<file path="config.mk">
export PLATFORM = sky130hd
export DESIGN_NAME = wiper_control
export DESIGN_NICKNAME = d
export VERILOG_FILES = /design/src/wiper_pkg.sv /design/src/serial_link_if.sv /design/src/wiper_control.sv /design/src/serial_front.sv
export SDC_FILE = /design/constraint.sdc
export NUM_CORES = 1
export LEC_CHECK = 0
export BUFFER_PORTS_ARGS = -buffer_cell sky130_fd_sc_hd__buf_4
export CAP_MARGIN = 0
export CORE_MARGIN = 2
export CORE_UTILIZATION = 42
export CTS_BUF_LIST = sky130_fd_sc_hd__clkbuf_4
export DETAILED_ROUTE_END_ITERATION = 16
export GPL_TIMING_DRIVEN = 0
export PLACE_DENSITY = 0.56
export REMOVE_ABC_BUFFERS = 1
export SLEW_MARGIN = 20
export SYNTH_ARGS = -nofsm -noshare
export SYNTH_HDL_FRONTEND = slang
export SYNTH_SLANG_ARGS = --single-unit
</file>
<file path="constraint.sdc">
create_clock -name mclk -period 4.6 [get_ports mclk]
set_input_delay 1.15 -clock mclk [delete_from_list [all_inputs] [get_ports mclk]]
set_output_delay 1.15 -clock mclk [all_outputs]
set_load 0.02 [all_outputs]
</file>
<file path="src/wiper_pkg.sv">
// Shared constants for the dual wiper serial control block
package wiper_pkg;
	localparam int unsigned CLK_HZ = 100000000;
	localparam int unsigned SAVE_MS = 25;
	localparam int unsigned SAVE_CYCLES = (CLK_HZ / 1000) * SAVE_MS;
	localparam int WORD_BITS = 16;
	localparam int CNT_W = 6;
	localparam logic [7:0] MIDSCALE = 8'h80;
	localparam logic [7:0] ALL_ONES = 8'hff;
	localparam logic [7:0] ALL_ZERO = 8'h00;
	localparam logic [1:0] QUAD_MASK = 2'h3;
	localparam logic [3:0] CMD_NOP = 4'h0;
	localparam logic [3:0] CMD_RELOAD_ONE = 4'h1;
	localparam logic [3:0] CMD_SAVE = 4'h2;
	localparam logic [3:0] CMD_STORE_DATA = 4'h3;
	localparam logic [3:0] CMD_SHR_ONE = 4'h4;
	localparam logic [3:0] CMD_SHR_ALL = 4'h5;
	localparam logic [3:0] CMD_DEC_ONE = 4'h6;
	localparam logic [3:0] CMD_DEC_ALL = 4'h7;
	localparam logic [3:0] CMD_RELOAD_ALL = 4'h8;
	localparam logic [3:0] CMD_READ_STORE = 4'h9;
	localparam logic [3:0] CMD_READ_WIPER = 4'ha;
	localparam logic [3:0] CMD_WRITE = 4'hb;
	localparam logic [3:0] CMD_SHL_ONE = 4'hc;
	localparam logic [3:0] CMD_SHL_ALL = 4'hd;
	localparam logic [3:0] CMD_INC_ONE = 4'he;
	localparam logic [3:0] CMD_INC_ALL = 4'hf;
	localparam int CMD_HI = 15;
	localparam int CMD_LO = 12;
	localparam int ADDR_LO = 8;
endpackage

</file>
<file path="src/serial_link_if.sv">
// Interface between the serial front end and the command core
interface serial_link_if;
	logic [15:0] word;
	logic [5:0] bit_count;
	logic frame_end;
	logic lock;
	logic load;
	logic [15:0] load_word;
	modport front (output word, bit_count, frame_end,
		input lock, load, load_word);
	modport core (input word, bit_count, frame_end,
		output lock, load, load_word);
endinterface

</file>
<file path="src/wiper_control.sv">
// Command core of the dual wiper serial control
// How it works
// A save to nonvolatile store takes 25 ms.
// Serial shift register is locked while a save runs.
// save_done output reports save completion.
// Wiper outputs follow the wiper setting registers directly.
// Command 11 loads the data byte into the addressed wiper.
// Command 2 copies the addressed wiper into its store location.
// After reset wipers load from the nonvolatile store.
// Store locations hold midscale before any save.
// Preset low forces midscale; its rise reloads from store.
// Step and 6 dB shift commands adjust the wipers.
// Later bare strobes repeat a loaded step or shift command.
// Write protect blocks wiper changes except reloads and preset.
// Host sends a no-op before releasing write protect.
// Host sends 16-bit words most significant bit first.
// Word executes only when chip select rises.
// No-op command puts the block into idle.
// Only frames of a multiple of 16 bits execute.
// Bit count clears on chip select rise; data kept at multiples of 4.
// Chip select pulse without clocks repeats previous command.
// Serial output is released while chip select is high.
// Works in clock modes 0,0 and 1,1.
// Word holds command, address and data nibbles/byte.
// One input bit sampled per serial clock rising edge.
// Commands other than 9 and 10 echo input delayed 16 clocks on serial out.
// Command 9 places the addressed store byte for readback.
// Increment and left shift saturate at all ones.
// save_done drops at save start, returns after save time.
module wiper_control
	import wiper_pkg::*;
(
	input wire logic mclk,
	input wire logic rst,
	input wire logic sclk,
	input wire logic sdi,
	input wire logic cs_n,
	input wire logic preset_reload_n,
	input wire logic write_protect_n,
	output logic sdo_out,
	output logic sdo_oe,
	output logic save_done,
	output logic idle,
	output logic [7:0] wiper_terminal_one,
	output logic [7:0] wiper_terminal_two
);
	typedef enum {ST_BOOT, ST_RUN, ST_SAVE} state_type;

	serial_link_if link ();
	logic [2:0] pr_sync, wp_sync;
	logic pr_prev;
	state_type state, next_state;
	logic [7:0] wiper_setting_reg [2], next_wiper [2];
	// Store survives reset, standing in for real nonvolatile cells
	logic [7:0] nonvolatile_store [16] = '{default: MIDSCALE};
	logic [7:0] next_store [16];
	logic [31:0] timer, next_timer;
	logic [3:0] last_cmd, next_last_cmd;
	logic [3:0] last_addr, next_last_addr;
	logic next_idle, ran_once, next_ran_once;
	logic [3:0] cmd, addr;
	logic [7:0] data;
	logic pr_low, pr_rise, wp_on, bare_strobe, valid_frame;

	// Saturating step and shift of one setting
	function automatic logic [7:0] adjust(input logic [3:0] c,
		input logic [7:0] v);
		logic [7:0] r;
		r = v;
		case (c)
			CMD_SHR_ONE, CMD_SHR_ALL: r = v >> 1;
			CMD_DEC_ONE, CMD_DEC_ALL: r = (v == ALL_ZERO) ? v : v - 8'h01;
			CMD_SHL_ONE, CMD_SHL_ALL: r = v[7] ? ALL_ONES : v << 1;
			CMD_INC_ONE, CMD_INC_ALL: r = (v == ALL_ONES) ? v : v + 8'h01;
			default: r = v;
		endcase
		return r;
	endfunction

	function automatic logic is_repeatable(input logic [3:0] c);
		return c >= CMD_SHR_ONE && c <= CMD_DEC_ALL
			|| c >= CMD_SHL_ONE;
	endfunction

	function automatic logic hits_all(input logic [3:0] c);
		return c == CMD_SHR_ALL || c == CMD_DEC_ALL
			|| c == CMD_SHL_ALL || c == CMD_INC_ALL;
	endfunction

	serial_front front (
		.mclk(mclk),
		.rst(rst),
		.sclk_pin(sclk),
		.sdi_pin(sdi),
		.cs_n_pin(cs_n),
		.sdo_out(sdo_out),
		.sdo_oe(sdo_oe),
		.link(link.front)
	);

	////////////////////////////////////////////////////////////////////////
	// Pin synchronisers for preset and write protect
	always_ff @(posedge mclk) begin
		if (rst) begin
			pr_sync <= 3'h7;
			wp_sync <= 3'h7;
			pr_prev <= 1'b1;
		end else begin
			pr_sync <= {pr_sync[1:0], preset_reload_n};
			wp_sync <= {wp_sync[1:0], write_protect_n};
			pr_prev <= pr_sync[1];
		end
	end

	assign pr_low = ~pr_sync[1];
	assign pr_rise = pr_sync[1] & ~pr_prev;
	assign wp_on = ~wp_sync[1];
	assign cmd = link.word[CMD_HI:CMD_LO];
	assign addr = link.word[CMD_LO-1:ADDR_LO];
	assign data = link.word[ADDR_LO-1:0];
	assign valid_frame = link.frame_end && link.bit_count != '0
		&& link.bit_count[3:0] == 4'h0;
	assign bare_strobe = link.frame_end && link.bit_count == '0;
	assign link.lock = (state == ST_SAVE);

	////////////////////////////////////////////////////////////////////////
	// Command execution
	always_comb begin
		logic [3:0] ec;
		logic [3:0] ea;
		logic go;
		ec = cmd;
		ea = addr;
		go = 1'b0;
		next_state = state;
		next_wiper = wiper_setting_reg;
		next_store = nonvolatile_store;
		next_timer = timer;
		next_last_cmd = last_cmd;
		next_last_addr = last_addr;
		next_idle = idle;
		next_ran_once = ran_once;
		link.load = 1'b0;
		link.load_word = link.word;
		case (state)
			ST_BOOT: begin
				next_wiper[0] = nonvolatile_store[0];
				next_wiper[1] = nonvolatile_store[1];
				next_state = ST_RUN;
			end
			ST_RUN: begin
				if (valid_frame) begin
					go = 1'b1;
					next_ran_once = 1'b1;
				end else if (bare_strobe && ran_once) begin
					go = 1'b1;
					ec = last_cmd;
					ea = last_addr;
				end
				if (go) begin
					next_last_cmd = ec;
					next_last_addr = ea;
					next_idle = (ec == CMD_NOP);
					case (ec)
						CMD_WRITE: if (!wp_on)
							next_wiper[ea[0]] = data;
						CMD_SAVE: begin
							next_store[ea[0]] = wiper_setting_reg[ea[0]];
							next_timer = SAVE_CYCLES - 1;
							next_state = ST_SAVE;
						end
						CMD_STORE_DATA: begin
							next_store[ea] = data;
							next_timer = SAVE_CYCLES - 1;
							next_state = ST_SAVE;
						end
						CMD_RELOAD_ONE:
							next_wiper[ea[0]] = nonvolatile_store[ea[0]];
						CMD_RELOAD_ALL: begin
							next_wiper[0] = nonvolatile_store[0];
							next_wiper[1] = nonvolatile_store[1];
						end
						CMD_READ_STORE: begin
							link.load = 1'b1;
							link.load_word = {link.word[15:8],
								nonvolatile_store[ea]};
						end
						CMD_READ_WIPER: begin
							link.load = 1'b1;
							link.load_word = {link.word[15:8],
								wiper_setting_reg[ea[0]]};
						end
						default: if (is_repeatable(ec) && !wp_on) begin
							if (hits_all(ec)) begin
								next_wiper[0] = adjust(ec, wiper_setting_reg[0]);
								next_wiper[1] = adjust(ec, wiper_setting_reg[1]);
							end else begin
								next_wiper[ea[0]] =
									adjust(ec, wiper_setting_reg[ea[0]]);
							end
						end
					endcase
				end
			end
			ST_SAVE: begin
				if (timer == '0) begin
					next_state = ST_RUN;
				end else begin
					next_timer = timer - 1;
				end
			end
			default: next_state = ST_BOOT;
		endcase
		if (pr_low) begin
			next_wiper[0] = MIDSCALE;
			next_wiper[1] = MIDSCALE;
		end else if (pr_rise) begin
			next_wiper[0] = nonvolatile_store[0];
			next_wiper[1] = nonvolatile_store[1];
		end
	end

	always_ff @(posedge mclk) begin
		if (rst) begin
			state <= ST_BOOT;
			wiper_setting_reg <= '{default: MIDSCALE};
			timer <= '0;
			last_cmd <= CMD_NOP;
			last_addr <= 4'h0;
			idle <= 1'b1;
			ran_once <= 1'b0;
		end else begin
			state <= next_state;
			wiper_setting_reg <= next_wiper;
			timer <= next_timer;
			last_cmd <= next_last_cmd;
			last_addr <= next_last_addr;
			idle <= next_idle;
			ran_once <= next_ran_once;
		end
	end

	always_ff @(posedge mclk) begin
		nonvolatile_store <= next_store;
	end

	assign save_done = (state != ST_SAVE);
	assign wiper_terminal_one = wiper_setting_reg[0];
	assign wiper_terminal_two = wiper_setting_reg[1];
endmodule // wiper_control

</file>
<file path="src/serial_front.sv">
// Serial shift register front end sampling the host pins on mclk
module serial_front
	import wiper_pkg::*;
(
	input wire logic mclk,
	input wire logic rst,
	input wire logic sclk_pin,
	input wire logic sdi_pin,
	input wire logic cs_n_pin,
	output logic sdo_out,
	output logic sdo_oe,
	serial_link_if.front link
);
	logic [2:0] sclk_sync, sdi_sync, cs_sync;
	logic sclk_prev, cs_prev;
	logic [15:0] shreg, next_shreg;
	logic [CNT_W-1:0] count, next_count;
	logic rise, frame_end;

	always_ff @(posedge mclk) begin
		if (rst) begin
			sclk_sync <= '0;
			sdi_sync <= '0;
			cs_sync <= 3'h7;
			sclk_prev <= 1'b0;
			cs_prev <= 1'b1;
		end else begin
			sclk_sync <= {sclk_sync[1:0], sclk_pin};
			sdi_sync <= {sdi_sync[1:0], sdi_pin};
			cs_sync <= {cs_sync[1:0], cs_n_pin};
			sclk_prev <= sclk_sync[1];
			cs_prev <= cs_sync[1];
		end
	end

	// Edge detection only looks at second-stage synchroniser outputs
	// Either idle level works: only rising edges inside a frame shift
	assign rise = sclk_sync[1] & ~sclk_prev & ~cs_sync[1];
	assign frame_end = cs_sync[1] & ~cs_prev;
	assign link.frame_end = frame_end;
	assign link.word = shreg;
	assign link.bit_count = count;

	always_comb begin
		next_shreg = shreg;
		next_count = count;
		if (link.load) begin
			next_shreg = link.load_word;
		end else if (rise && !link.lock) begin
			next_shreg = {shreg[14:0], sdi_sync[1]};
			next_count = count + 1'b1;
		end
		// A ragged count is taken as noise, so its bits are dropped
		if (frame_end && (count[1:0] & QUAD_MASK) != 2'h0) begin
			next_shreg = '0;
			next_count = '0;
		end else if (frame_end) begin
			next_count = '0;
		end
	end

	always_ff @(posedge mclk) begin
		if (rst) begin
			shreg <= '0;
			count <= '0;
			sdo_out <= 1'b0;
			sdo_oe <= 1'b0;
		end else begin
			shreg <= next_shreg;
			count <= next_count;
			// Open drain: drive only a low bit, never while deselected
			sdo_out <= 1'b0;
			// Bit 15 of the shift register is the input 16 clocks late
			sdo_oe <= ~cs_sync[1] & ~shreg[15];
		end
	end
endmodule // serial_front

</file>
==> results.txt <==
Registers are responsible for 51.3% of the overall power. After legalization and detailed placement, the total HPWL measured 28.7 mm. The number of clock buffers added by TritonCTS is 61. STA classifies the critical path endpoint as a register. On the worst path, the slowest cell contributes a delay of 0.65 ns. For the overflow left after global routing, the log shows 0. Critical path start-end classification: register to register. The tightest hold path in the finished design has a slack of 0.408 ns. The number of fillers in the final layout was 3131. The flow ran to the end, and the final reports show no timing, DRC or antenna violations. The tools report the terminating pin of the worst hold path as front.cs_sync[1]$_SDFF_PP1_.

Traced cell by cell, the critical path runs through or3b_2 -> nor4_4 -> nor2_4 -> buf_12 -> mux2i_4 -> ha_2 -> and4_1 -> a21boi_0 -> nor3b_2 -> buf_4 -> a221oi_1 -> a31oi_1 -> o2111ai_1 -> o21ai_0. The final setup violation count is 0. The logs give 42.6% for the effective utilization at floorplan and 34400 um^2 for the die area.

For this run, asynchronously set or reset flops after synthesis account for 0%. The tools report the internal power as 3.16 mW. The switching component of the power came out at 1.04 mW. The tightest min-delay check is of the register to register type. The total wire length after detailed routing is 44.1 mm. In the global route stage, overall resource usage came out at 25.6%. The commonest cells after synthesis are nand2_1, edfxtp_1, and2_1, nor2_1, dfxtp_1. For the number of primary I/O pins, the log shows 27. The floorplan die height was 185 um.

The initial antenna violation count was 3. The endpoint identified for the worst register-to-register timing path is wiper_terminal_one[1]$_SDFFE_PP0P_. Setup repair after global routing left no endpoint under its margin.

Chip width: 185 um. For this run, the number of Yosys warnings is 0. In this run the worst path has a maximum fanout of 22. The highest metal layer used by the detailed router was met5.

In this run the core area contains 66 standard-cell rows. After synthesis, the cell types taking the most area are edfxtp_1, dfxtp_1, and2_1. The origin of the critical flop-to-flop path was front.link.bit_count[4]$_SDFFE_PP0P_. The logs give 228 MHz for the maximum frequency from static timing analysis and 20.3 mm for the routed length on met2. The setup check on the worst reg-to-reg path leaves a slack of 0.22 ns.

Summed over all instances, the cell type with the most area after synthesis is edfxtp_1. At the worst endpoint, the arrival time is 4.98 ns. The sequential cell area was 5770 um^2; the via density per instance was 6.12. Entering global routing, the biggest net connects 46 pins. The run gives 43.3% as the proportion of power drawn by the clock network.

Worst relative slew slack: 19.4%. The global-route wire length before repair was 67.4 mm; the amount of wire on met3 after detailed routing was 3.55 mm. The power density normalized to cell area was 271 nW/um^2; the data required time at the worst endpoint was 5.20 ns. The share of total power dissipated in combinational logic is 5.4%. The buffer levels on the longest clock path is 3. IR analysis of the VDD net gives a maximum drop of 0.191 mV. The minimum clock period after layout came out at 4.38 ns. The max-capacitance violation count was 0. For the detailed-routing iteration count for the pre-antenna-repair pass, the log shows 7.

The number of global-route vias before repair is 11.5k. For the number of sinks handled by clock tree synthesis, the log shows 224. Count of final hold-check violations: 0. The share of the cycle needed by the critical path after routing works out to 95.3%. The analysis attributes to cell leakage a power of 5.52 nW. Routability-driven placement finished with a final weighted congestion of 0.931.

Among all flip-flop cells after synthesis, the most frequent one is edfxtp_1. The worst-skew pair later-pin latency was 0.75 ns; the average detailed-routed wire length per instance was 22.0 um. For the pin with the worst max-slew slack, the measured transition is 1.20 ns. The number of distinct library cells after synthesis is 87.

The number of standard cells after synthesis is 1526. Root buffer selected by CTS: clkbuf_4. Standard cell with the maximum stage delay on the critical path: or3b_2. The antenna violation net count after detailed routing came out at 0. Clock skew on the completed layout was measured at 0.0710 ns. The clock transition time at the flip-flop clock pins of the worst setup and hold paths was 0.06 ns. The number of stages on the worst hold path was 1; the synthesis-stage register bit count was 224. The post-layout net count was 1544; the number of cells in the design after placement was 1882.

TritonCTS built the clock tree. The cell area that synthesis handed to floorplanning was 13800 um^2. The number of DRC markers in iteration 0 came out at 1531. The most common cell in the synthesized netlist is nand2_1. The area growth from synthesis to layout is 11.9%.

The synthesized design contains 128 enable-type register cells. Port buffering added 25 buffers. Of the cells placed in the final design, the portion with a size suffix greater than 1 is 15.8%. The logs give 0 for the final count of pins violating max slew and 32500 um^2 for the area of the core region.

The routed metal-1 wirelength is 18.5 mm, and the switching portion of total power is 24.7%. The worst hold path begins at front.cs_sync[0]$_SDFF_PP1_. For this run, the number of standard cells in the final layout without fillers is 2010. The multi-input combinational cells in the finished layout cover a total of 7700 um^2. The mean post-synth cell area is 9.06 um^2, and the fraction of synthesized cell area taken by the top area cell type is 27.8%.

Element type at the critical path start: a register. For this run, design rule violations remaining after detail routing come to 0. Sequential cells were found to cover 41.7% of the synthesized design area. The detailed router placed 12.3k vias in this run. Measured in cells, the most critical reg-to-reg path has a length of 14. For the number of levels the H-tree was split into, the log shows 2.
## cell usage in the layout, fill, tap and decap left out, types with 8 or more instances in the layout
cell type | Yosys | layout
nor4_1 | 13 | 9
o211ai_1 | 11 | 11
or3_1 | 8 | 8
a211oi_1 | 37 | 37
o21ai_0 | 45 | 45
clkbuf_4 | 0 | 98
nor2b_1 | 11 | 10
nor3_2 | 2 | 12
a31oi_1 | 20 | 18
dfxtp_1 | 96 | 95
a221oi_1 | 15 | 15
ha_1 | 18 | 16
buf_4 | 4 | 40
nor2_1 | 117 | 117
nor3_1 | 42 | 32
a22o_1 | 16 | 16
nand2b_1 | 18 | 17
or4_1 | 11 | 11
edfxtp_1 | 128 | 128
mux2i_1 | 60 | 55
nand3_1 | 65 | 64
or2_2 | 11 | 11
a311o_1 | 8 | 8
a311oi_1 | 20 | 18
inv_1 | 23 | 23
nand4_1 | 18 | 18
and2_1 | 124 | 123
mux2_2 | 18 | 18
nand2_1 | 176 | 173
a21oi_1 | 62 | 62
and3_1 | 10 | 10
xor2_1 | 27 | 27
xnor2_1 | 20 | 20
clkinv_1 | 0 | 11
## through the flow
step | util [%] | instance area (um^2) | TNS, ns | worst slack (ns) | total power [mW]
2_1_floorplan | - | 13300 | -50.40 | -0.936 | 2.32
3_3_place_gp | 43.3 | 14000 | -617.72 | -3.03 | 2.41
3_5_place_dp | 44.5 | 14500 | -7.44 | -0.749 | 2.41
4_1_cts | 47.2 | 15300 | -0.0702 | -0.0413 | 4.24
5_1_grt | 47.7 | 15500 | 0 | 0.00852 | 4.36
6_report | 47.7 | 15500 | 0 | 0.218 | 4.20
## repair_timing
action	in CTS	in global routing
hold buffers	0	0
resized for setup	6	7
cloned	0	0
endpoints found under the setup margin	15	40
setup buffers	5	9
pin swaps	4	4
## registers in the layout, summed over array words and instances (netlist names), 2 cells and up
register	count
front.cs_sync	2
front.link.bit_count	6
front.link.word	16
front.sclk_sync	2
front.sdi_sync	2
last_addr	4
last_cmd	4
nonvolatile_store	128
pr_sync	2
state	2
timer	32
wiper_terminal_one	8
wiper_terminal_two	8
wp_sync	2
## logic make-up (layout without fill, tap and decap cells)
| group | after synthesis | after routing | synth area share [%] |
|---|---|---|---|
| simple gates | 661 | 661 | 24.7 |
| compound gates | 344 | 344 | 18.0 |
| flops | 224 | 224 | 41.7 |
| buf+inv | 148 | 189 | 4.47 |
| mux | 81 | 81 | 6.17 |
| xor+xnor | 47 | 47 | 2.98 |
| fa+ha+maj | 20 | 20 | 1.92 |
| other cells | 1 | 2 | 0.0271 |
## routing by layer
metal | GRT usage, % | vias up
met2 | 40.2 | 549
met1 | 33.9 | 5936
met3 | 5.52 | 143
li1 | - | 5677
met4 | 11.5 | 2
met5 | 0 | -
## critical path, delay by kind of cell, from the launching register on
kind	cells	cell delay, ns
adder cells (fa/ha/maj)	1	0.37
AND/OR/NAND/NOR	5	1.45
multiplexers	1	0.35
AO/OA/AOI/OAI	5	1.28
flip-flops	1	0.39
buffers and inverters	2	0.37
## cell type report
cell class,count,area share [%]
sequential,224,37.3
clock inverter,15,0.437
antenna,1,0.0162
clock buffer,98,4.76
multi-input combinational,1154,49.8
tap,442,3.57
timing repair buffer,53,3.60
inverter,23,0.558
## worst max path at each step
stage / from / to / slack, ns / cells past startpoint
2_1_floorplan: front.link.bit_count[2]$_SDFFE_PP0P_ / wiper_terminal_one[7]$_SDFFE_PP1P_ / -0.94 / 12
3_3_place_gp: front.link.bit_count[4]$_SDFFE_PP0P_ / wiper_terminal_one[3]$_SDFFE_PP0P_ / -3.03 / 12
3_5_place_dp: front.link.bit_count[2]$_SDFFE_PP0P_ / wiper_terminal_two[4]$_SDFFE_PP0P_ / -0.75 / 13
4_1_cts: front.link.bit_count[3]$_SDFFE_PP0P_ / wiper_terminal_one[1]$_SDFFE_PP0P_ / -0.04 / 14
5_1_grt: front.link.bit_count[4]$_SDFFE_PP0P_ / wiper_terminal_one[1]$_SDFFE_PP0P_ / 0.009 / 14
6_report: front.link.bit_count[4]$_SDFFE_PP0P_ / wiper_terminal_one[1]$_SDFFE_PP0P_ / 0.22 / 14
## power groups by stage
stage          logic (mW)  registers (mW)  clock network (mW)
2_1_floorplan       0.143            2.18                   0
3_3_place_gp        0.215            2.19                   0
3_5_place_dp        0.217            2.20                   0
4_1_cts             0.220            2.15                1.87
5_1_grt             0.243            2.15                1.96
6_report            0.226            2.15                1.82
Note: power is estimated with default switching activity, not from simulation.
